## config.mk

```make
export PLATFORM = sky130hd
export DESIGN_NAME = adcf_top
export DESIGN_NICKNAME = d
export VERILOG_FILES = /design/src/adcf_align.v /design/src/adcf_chan_dec.v /design/src/adcf_top.v
export VERILOG_INCLUDE_DIRS = /design/src
export SDC_FILE = /design/constraint.sdc
export NUM_CORES = 1
export LEC_CHECK = 0
export BUFFER_PORTS_ARGS = -buffer_cell sky130_fd_sc_hd__buf_4
export CORE_ASPECT_RATIO = 1.25
export CORE_MARGIN = 2
export CORE_UTILIZATION = 35
export DETAILED_ROUTE_END_ITERATION = 6
export GPL_ROUTABILITY_DRIVEN = 0
export SLEW_MARGIN = 20
export SYNTH_ARGS = -nofsm -noshare
export SYNTH_HDL_FRONTEND = slang
export SYNTH_HIERARCHICAL = 1
export SYNTH_SLANG_ARGS = --single-unit
```

## constraint.sdc

```tcl
create_clock -name core_clk -period 1.6 [get_ports core_clk]
set_input_delay 0.24 -clock core_clk [delete_from_list [all_inputs] [get_ports core_clk]]
set_output_delay 0.24 -clock core_clk [all_outputs]
set_load 0.02 [all_outputs]
```

## src/adcf_regs.vh

```
// What this block does
// - result readable once done flag rises
// - single-ended code is unsigned vin*1024/vref
// - 0x000 is ground, 0x3FF is vref minus step
// - differential code is diff*gain*512/vref
// - differential two's complement, saturates 0x200..0x1FF
// - bit 9 in high byte is sign
// - same pin selectable as both inputs
// - left_adjust picks left or right alignment
// - input select at 0x07, data 0x27, reset 0x00
// - io offsets to 0x3F; data address adds 0x20
// - extended space from 0x60 data access only
// - fields: ref 7:6, adjust 5, channel 4:0
// - reference decode 00 pin, 01 supply, 11 internal
// - ref/channel changes wait for conversion end
// - left_adjust change reformats result immediately
// - channel codes: 0-7 single, 30 bandgap, 31 ground
`ifndef ADCF_REGS_VH
`define ADCF_REGS_VH

// io-space offsets (io instructions reach 0x00..0x3F)
`define ADCF_IO_INPUT_SELECT 6'h07
`define ADCF_IO_RESULT_LOW 6'h04
`define ADCF_IO_RESULT_HIGH 6'h05

// data-space mapping of the io space
`define ADCF_DS_IO_BASE 16'h0020
`define ADCF_DS_EXT_BASE 16'h0060

// reset value of the input select register
`define ADCF_INPUT_SELECT_RESET 8'h00

// field positions of the input select register
`define ADCF_REF_HI 7
`define ADCF_REF_LO 6
`define ADCF_ADJ_BIT 5
`define ADCF_CHAN_HI 4
`define ADCF_CHAN_LO 0

// reference select encodings
`define ADCF_REF_PIN 2'h0
`define ADCF_REF_SUPPLY 2'h1
`define ADCF_REF_RESERVED 2'h2
`define ADCF_REF_INTERNAL 2'h3

// channel codes with a special meaning
`define ADCF_CHAN_SE_LAST 5'h07
`define ADCF_CHAN_BANDGAP 5'h1E
`define ADCF_CHAN_GROUND 5'h1F

// gain encodings on gain_select
`define ADCF_GAIN_1X 2'h0
`define ADCF_GAIN_10X 2'h1
`define ADCF_GAIN_200X 2'h2

// result code limits
`define ADCF_SE_ZERO 10'h000
`define ADCF_SE_MAX 10'h3FF
`define ADCF_DIFF_MAX 10'h1FF
`define ADCF_DIFF_MIN 10'h200

`endif

```

## src/adcf_align.v

```verilog
`timescale 1ns/10ps
`default_nettype none
`include "adcf_regs.vh"

// places the 10-bit code into the two result bytes
module adcf_align (
    input wire [9:0] code, // stored conversion code
    input wire left_adjust, // live alignment bit
    output wire [7:0] low_byte, // result low byte image
    output wire [7:0] high_byte // result high byte image
);

    // purely combinational so a new alignment shows at once
    assign low_byte = left_adjust ? {code[1:0], 6'h00} : code[7:0];
    assign high_byte = left_adjust ? code[9:2] : {6'h00, code[9:8]};

endmodule
`default_nettype wire

```

## src/adcf_chan_dec.v

```verilog
`timescale 1ns/10ps
`default_nettype none
`include "adcf_regs.vh"

// turns the 5-bit channel code into input routing and gain
module adcf_chan_dec (
    input wire [4:0] chan, // channel/gain code
    output reg diff_mode, // differential pair chosen
    output reg [2:0] se_channel, // single-ended pin
    output reg [2:0] pos_channel, // positive pin
    output reg [2:0] neg_channel, // negative pin
    output reg [1:0] gain_select, // gain code
    output reg bandgap_sel, // bandgap routed in
    output reg ground_sel, // ground routed in
    output reg chan_reserved // code never used
);

    // table decode; pos may equal neg for offset capture
    always @* begin
        diff_mode = 1'b0;
        se_channel = 3'h0;
        pos_channel = 3'h0;
        neg_channel = 3'h0;
        gain_select = `ADCF_GAIN_1X;
        bandgap_sel = 1'b0;
        ground_sel = 1'b0;
        chan_reserved = 1'b0;
        if (chan <= `ADCF_CHAN_SE_LAST) begin
            se_channel = chan[2:0];
        end else if (chan == `ADCF_CHAN_BANDGAP) begin
            bandgap_sel = 1'b1;
        end else if (chan == `ADCF_CHAN_GROUND) begin
            ground_sel = 1'b1;
        end else if (chan[4:3] == 2'h1) begin
            // gain pairs on pins 0/1 over 0 and 2/3 over 2
            diff_mode = 1'b1;
            pos_channel = {1'b0, chan[2], chan[0]};
            neg_channel = {1'b0, chan[2], 1'b0};
            gain_select = chan[1] ? `ADCF_GAIN_200X : `ADCF_GAIN_10X;
        end else begin
            // 1x pairs: pins 0-7 over pin 1, pins 0-5 over pin 2
            diff_mode = 1'b1;
            pos_channel = chan[2:0];
            neg_channel = chan[3] ? 3'h2 : 3'h1;
            gain_select = `ADCF_GAIN_1X;
        end
    end

endmodule
`default_nettype wire

```

## src/adcf_top.v

```verilog
`timescale 1ns/10ps
`default_nettype none
`include "adcf_regs.vh"

// result coding, alignment and input selection of the converter
// the core delivers an already scaled signed quotient, so no
// divider lives here: this block clips, stores and presents it
// io and load/store accesses reach the same three registers;
// result bytes are read only, writes to them are dropped
// limitation: the bytes are read independently, so a result
// landing between the two reads mixes two conversions
module adcf_top #(
    parameter RAW_W = 12 // width of the scaled signed core code
) (
    input wire core_clk, // system clock
    input wire rstn, // async reset, active low
    input wire [5:0] io_addr, // io instruction address
    input wire io_wr, // io write strobe
    input wire io_rd, // io read strobe
    input wire [15:0] ds_addr, // load/store address
    input wire ds_wr, // load/store write strobe
    input wire ds_rd, // load/store read strobe
    input wire [7:0] wdata, // write data
    output reg [7:0] rdata, // read data, held
    output wire reg_hit, // address claimed this cycle
    input wire conv_busy, // conversion in progress
    input wire conv_done, // conversion finished, one cycle
    input wire [RAW_W-1:0] conv_raw, // signed scaled code
    input wire done_flag_clear, // clear of the done flag
    output reg conversion_done_flag, // sticky done flag
    output reg result_sign_bit, // bit 9 of the code
    output reg [1:0] active_ref_select, // ref in use
    output reg ref_internal_on, // internal ref enabled
    output reg ref_avcc_on, // supply used as ref
    output reg ref_reserved, // reserved ref code held
    output wire diff_mode, // differential pair in use
    output wire [2:0] se_channel, // single-ended pin
    output wire [2:0] pos_channel, // positive pin
    output wire [2:0] neg_channel, // negative pin
    output wire [1:0] gain_select, // gain in use
    output wire bandgap_sel, // bandgap in use
    output wire ground_sel, // ground in use
    output wire chan_reserved // reserved channel in use
);

    // register select codes returned by the decoder
    localparam [1:0] SEL_NONE = 2'h0;
    localparam [1:0] SEL_INPUT = 2'h1;
    localparam [1:0] SEL_LOW = 2'h2;
    localparam [1:0] SEL_HIGH = 2'h3;
    // the none code doubles as the miss code: a miss reads back
    // zero and leaves reg_hit low for another block to answer

    // maps an io offset to one of our registers
    function [1:0] reg_of;
        input [5:0] off;
        begin
            if (off == `ADCF_IO_INPUT_SELECT) begin
                // selection byte, read and write
                reg_of = SEL_INPUT;
            end else if (off == `ADCF_IO_RESULT_LOW) begin
                // lower result byte, read only
                reg_of = SEL_LOW;
            end else if (off == `ADCF_IO_RESULT_HIGH) begin
                // upper result byte, read only
                reg_of = SEL_HIGH;
            end else begin
                // an offset owned by some other block
                reg_of = SEL_NONE;
            end
        end
    endfunction

    // stored state
    reg [7:0] adc_input_select; // software-visible selection
    reg [4:0] active_chan; // channel locked for the core
    reg [9:0] result_code; // last finished code
    // nets of the bus decode
    wire [15:0] ds_off_full; // data address minus io base
    wire ds_in_io; // data address inside io window
    wire [1:0] io_sel; // register hit by io access
    wire [1:0] ds_sel; // register hit by data access
    wire io_act; // io access this cycle
    wire ds_act; // data access this cycle
    wire [1:0] acc_sel; // register of the winning access
    wire acc_wr; // winning access writes
    wire acc_rd; // winning access reads
    // nets of the result path
    wire [7:0] low_img; // aligned low byte
    wire [7:0] high_img; // aligned high byte
    wire raw_neg; // core code below zero
    wire raw_hi_se; // core code above 10-bit unsigned
    wire raw_fits_diff; // core code fits 10-bit signed
    reg [9:0] next_code; // coded value for this result
    wire sel_follow; // active selection may track

    // address decode
    // two views of one space: io offsets 0x00..0x3F, and the
    // same registers 0x20 higher through load/store

    // data space sees io offsets shifted up by the io base
    assign ds_off_full = ds_addr - `ADCF_DS_IO_BASE;

    // extended space from 0x60 is never reached via io offsets
    assign ds_in_io = (ds_addr >= `ADCF_DS_IO_BASE) && (ds_addr < `ADCF_DS_EXT_BASE);

    // io instructions carry six bits, so only 0x00..0x3F
    assign io_sel = reg_of(io_addr);
    assign ds_sel = ds_in_io ? reg_of(ds_off_full[5:0]) : SEL_NONE;

    assign io_act = io_wr | io_rd;
    assign ds_act = ds_wr | ds_rd;

    // io access wins if both arrive together; core issues one
    // the priority only keeps the decode defined should a
    // faulty master ever raise both strobes at once
    assign acc_sel = io_act ? io_sel : (ds_act ? ds_sel : SEL_NONE);
    assign acc_wr = io_act ? io_wr : ds_wr;
    assign acc_rd = io_act ? io_rd : ds_rd;

    // tells the core the address belongs to this block
    assign reg_hit = (io_act | ds_act) && (acc_sel != SEL_NONE);

    // input select register
    // the byte is stored as written, reserved codes included;
    // the lock stage decides what reaches the analog side

    // all three fields read/write, cleared by reset
    always @(posedge core_clk or negedge rstn) begin
        if (!rstn) begin
            adc_input_select <= `ADCF_INPUT_SELECT_RESET;
        end else if (acc_wr && acc_sel == SEL_INPUT) begin
            adc_input_select <= wdata;
        end
    end

    // selection lock
    // a change in mid conversion would disturb the sample, so
    // the analog side sees the register only while idle or on the completing cycle

    // tracks the register except while a conversion samples;
    // updating resumes on the completing cycle
    assign sel_follow = !conv_busy || conv_done;

    // reference and channel are shadowed, left_adjust is not
    always @(posedge core_clk or negedge rstn) begin
        if (!rstn) begin
            // external pin, internal reference off, input 0
            active_ref_select <= `ADCF_REF_PIN;
            active_chan <= 5'h00;
        end else if (sel_follow) begin
            active_ref_select <= adc_input_select[`ADCF_REF_HI:`ADCF_REF_LO];
            active_chan <= adc_input_select[`ADCF_CHAN_HI:`ADCF_CHAN_LO];
        end
    end

    // reference decode from the locked selection
    always @(posedge core_clk or negedge rstn) begin
        if (!rstn) begin
            ref_internal_on <= 1'b0;
            ref_avcc_on <= 1'b0;
            ref_reserved <= 1'b0;
        end else if (sel_follow) begin
            // reserved code keeps internal ref off, safest with a pin
            // source present
            case (adc_input_select[`ADCF_REF_HI:`ADCF_REF_LO])
                `ADCF_REF_PIN: begin
                    // pin drives the reference, nothing on chip
                    ref_internal_on <= 1'b0;
                    ref_avcc_on <= 1'b0;
                    ref_reserved <= 1'b0;
                end
                `ADCF_REF_SUPPLY: begin
                    // analog supply switched onto the reference
                    ref_internal_on <= 1'b0;
                    ref_avcc_on <= 1'b1;
                    ref_reserved <= 1'b0;
                end
                `ADCF_REF_INTERNAL: begin
                    // on-chip 2.56V source enabled
                    ref_internal_on <= 1'b1;
                    ref_avcc_on <= 1'b0;
                    ref_reserved <= 1'b0;
                end
                default: begin
                    // reserved code: all off, flagged for software
                    ref_internal_on <= 1'b0;
                    ref_avcc_on <= 1'b0;
                    ref_reserved <= 1'b1;
                end
            endcase
        end
    end

    // channel decode of the locked code
    // combinational on the locked code, so routing only moves
    // when the lock lets the code move
    adcf_chan_dec u_chan_dec (
        .chan(active_chan),
        .diff_mode(diff_mode),
        .se_channel(se_channel),
        .pos_channel(pos_channel),
        .neg_channel(neg_channel),
        .gain_select(gain_select),
        .bandgap_sel(bandgap_sel),
        .ground_sel(ground_sel),
        .chan_reserved(chan_reserved)
    );

    // result coding
    // the stored code is always 10 bits; anything wider from
    // the core folds onto the nearest legal code

    // range checks done on bits, no signed arithmetic needed
    // a raw width below 12 would leave no bit above the
    // unsigned range, so the parameter must stay at 12 or more
    assign raw_neg = conv_raw[RAW_W-1];
    assign raw_hi_se = !raw_neg && (|conv_raw[RAW_W-2:10]);
    assign raw_fits_diff = (&conv_raw[RAW_W-1:9]) || !(|conv_raw[RAW_W-1:9]);

    // core delivers the scaled quotient; here it is clipped
    always @* begin
        next_code = conv_raw[9:0];
        if (diff_mode) begin
            // two's complement, clipped to -512..+511
            if (!raw_fits_diff) begin
                next_code = raw_neg ? `ADCF_DIFF_MIN : `ADCF_DIFF_MAX;
            end
        end else if (ground_sel) begin
            // grounded input reads zero whatever the core says
            next_code = `ADCF_SE_ZERO;
        end else if (raw_neg) begin
            // below ground has no unsigned code, so zero
            next_code = `ADCF_SE_ZERO;
        end else if (raw_hi_se) begin
            // above the reference reads full scale
            next_code = `ADCF_SE_MAX;
        end
    end

    // code captured on the same edge the done flag rises
    // sign kept in its own flop for a quick polarity check
    always @(posedge core_clk or negedge rstn) begin
        if (!rstn) begin
            result_code <= 10'h000;
            result_sign_bit <= 1'b0;
        end else if (conv_done) begin
            result_code <= next_code;
            result_sign_bit <= next_code[9];
        end
    end

    // done flag: a completion in the clear cycle still sets it
    // otherwise it stays up until the clear arrives
    always @(posedge core_clk or negedge rstn) begin
        if (!rstn) begin
            conversion_done_flag <= 1'b0;
        end else if (conv_done) begin
            conversion_done_flag <= 1'b1;
        end else if (done_flag_clear) begin
            conversion_done_flag <= 1'b0;
        end
    end

    // alignment follows the live bit, not the locked copy
    // so software may flip alignment and reread the same
    // result without starting a new conversion
    adcf_align u_align (
        .code(result_code),
        .left_adjust(adc_input_select[`ADCF_ADJ_BIT]),
        .low_byte(low_img),
        .high_byte(high_img)
    );

    // read port
    // one registered read path for both access kinds, so the
    // data lands on the cycle after the strobe either way

    // data held until the next read; unmapped reads give zero
    always @(posedge core_clk or negedge rstn) begin
        if (!rstn) begin
            rdata <= 8'h00;
        end else if (acc_rd) begin
            case (acc_sel)
                SEL_INPUT: begin
                    // selection byte exactly as stored
                    rdata <= adc_input_select;
                end
                SEL_LOW: begin
                    // low byte in the live alignment
                    rdata <= low_img;
                end
                SEL_HIGH: begin
                    // high byte, sign at bit 1 or bit 7
                    rdata <= high_img;
                end
                default: begin
                    // unmapped offset reads zero
                    rdata <= 8'h00;
                end
            endcase
        end
    end

endmodule
`default_nettype wire

```

==> metrics.txt <==
max-slew violation count=0; min Tclk post-route=1.908 ns; final hold vios=0; initial core utilization=0.3658; P per Cell Area=923.3 mW/mm^2; root buf cell=clkbuf_8; clk slew on worst S/H paths=0.08 ns; final hold slack=0.1786 ns; crit-path max FO=8; leakage=1.535 nW; area leader, netlist=dfrtp_1; All-Layer GR Usage=0.1664; r2r worst-path depth=7; Hold Crit Class=primary input to flip-flop; mapped cell area=0.002128 mm^2; final instance area=0.003321 mm^2; clk_skew=0.007914 ns; Worst Path Required=1.78 ns; EDFF count, synth=0; largest net degree at the start of global routing=38; status=complete, but fails checks; Post-synth ARST share=1.000; Setup violations, final=17; number of fill cells in the layout=556; RSZ-0062 raised after global routing=yes; number of synthesized register bits=37; ranking of synthesized cells by area=dfrtp_1, mux2_2, a21oi_1; FF-to-FF setup slack=0.05 ns; worst r2r src=active_chan[2]; crit share post-route=1.192; fmax=524.2 MHz; initial antenna violation count=0; CP Capture Type=flip-flop; die width=73.75 um; final core utilization=0.5708; critical path class=primary input to flip-flop; crit path to=adc_input_select[5]; dominant register cell in the synthesized netlist=dfrtp_1; worst reg2reg endpoint=result_code[6]; clk buf depth=2; failing checks=setup timing; CTS Buf Count=5; vias in the first global route=1859; Nets=366; DRC=0; CTS tree=yes; Vias per Instance=5.084; antenna viol nets, final=0; antenna cells=0; placed cell areas=0.002997 mm^2; global-route wire length before repair=8.735 mm; dpl hpwl=4.037 mm; DIE AREA=0.006724 mm^2; P&R area growth vs syn=56.03%; setup ws final=-0.3078 ns; synth unique cells=40; # IOs=82; die height=91.19 um; 1st-iter DRT viols=51; H-tree levels=2; drt wl/cell=14.72 um; commonest non-fill, non-tap cells in the layout=buf_4, dfrtp_1, nor2_1, a21oi_1, mux2_4; PortBufs=79; Core Region=0.005818 mm^2; Worst Setup SP=io_addr[3]; max cap viols=0; type of origin of the critical path=primary input; dpl ws=-0.6262 ns; row cnt=31; total clock sinks=37; global route overflow=0; Clock Latency Late Sink=0.29 ns; proportion of layout cells with a drive suffix above 1=0.5728; Syn Inst Count=205; Worst VDD drop=0.4321 mV; via count=1942; Synth top area share=0.4350; most common cell after layout, fill and taps aside=buf_4; Yosys Warn Count=6; Seq/Total Area, Yosys=0.4350; Mean Syn Cell Area=10.38 um^2; CP arrival=2.08 ns; DR pass1 iterations=4; Routed WL=5.624 mm
[synthesized netlist by cell type, types with 4 or more instances]
| master | count |
|---|---|
| and2_1 | 7 |
| mux2i_1 | 9 |
| clkbuf_1 | 5 |
| mux2_2 | 14 |
| nor4_1 | 4 |
| mux2_4 | 4 |
| inv_1 | 8 |
| nor2b_1 | 8 |
| nand2_1 | 12 |
| dfrtp_1 | 37 |
| a21oi_1 | 23 |
| a32oi_1 | 7 |
| nor2_1 | 17 |
| o21ai_0 | 13 |
[area by class of cell]
class | count | area, um^2 | share of cell area
Timing Repair Buffer | 112 | 885.9 | 0.2668
Multi-Input combinational cell | 151 | 1285 | 0.3870
Clock buffer | 6 | 72.57 | 0.02185
Inverter | 8 | 30.03 | 0.009043
Clock inverter | 2 | 38.79 | 0.01168
Tap cell | 66 | 82.58 | 0.02487
Sequential cell | 37 | 925.9 | 0.2788
[critical path: stages]
cell     delay [ns]
buf_6          0.09
or4b_4         0.53
or3b_4         0.41
o31ai_4        0.07
nor3b_4        0.27
buf_12         0.17
mux2_4         0.30
[state kept, by name (all words and copies together) (netlist names)]
name and cells:
rdata 8, ref_avcc_on 1, result_code 9, ref_reserved 1, active_chan 5, adc_input_select 8
result_sign_bit 1, ref_internal_on 1, active_ref_select 2, conversion_done_flag 1
[repair_timing]
action                                  in CTS  in global routing
cloned                                       0                  1
buffers inserted                             5                  4
pin swaps                                   12                  8
hold buffers                                 1                  0
resized for setup                           29                 13
endpoints found under the setup margin      28                 30
hold endpoints to repair                    37                  0
[report_power, final]
group          total [mW]  leakage (nW)  switching [mW]  internal [mW]
logic                1.08          1.01           0.509          0.575
clock network       0.803        0.0554           0.336          0.468
registers            1.18         0.467           0.114           1.07
total                3.07          1.54           0.958           2.11
[worst min path at each step]
stage / startpoint / to / depth (start not counted)
floorplan: rstn / active_chan[0] / 0
global placement: rstn / ref_reserved / 1
detailed placement: rstn / ref_internal_on / 1
CTS: wdata[7] / adc_input_select[7] / 2
global route: wdata[7] / adc_input_select[7] / 2
finish: wdata[6] / adc_input_select[6] / 2
[per-stage QoR]
| stage | total power, mW | std cells | TNS [ns] |
|---|---|---|---|
| after floorplan | 1.758 | 206 | -6.469 |
| after global placement | 2.187 | 366 | -9.221 |
| after detailed placement | 2.201 | 366 | -9.490 |
| after CTS | 3.059 | 379 | -3.907 |
| after global routing | 3.234 | 382 | -5.053 |
| final | 3.066 | 382 | -3.976 |
[metal layers]
metal | GRT usage | part of all wire
met5 | 0 | 0
met3 | 0.03885 | 0.062
met2 | 0.2917 | 0.53
met4 | 0.04545 | 0.012
met1 | 0.1986 | 0.39
[cells by family after synthesis]
logic type / after synthesis / synth area share
other: 1 / 0.001762
muxes: 27 / 0.1446
buffers and inverters: 19 / 0.04938
DFF: 37 / 0.4350
AOI/OAI and AO/OA: 57 / 0.1875
and+or+nand+nor: 64 / 0.1817
No activity file was read; power rests on OpenSTA's default activity.
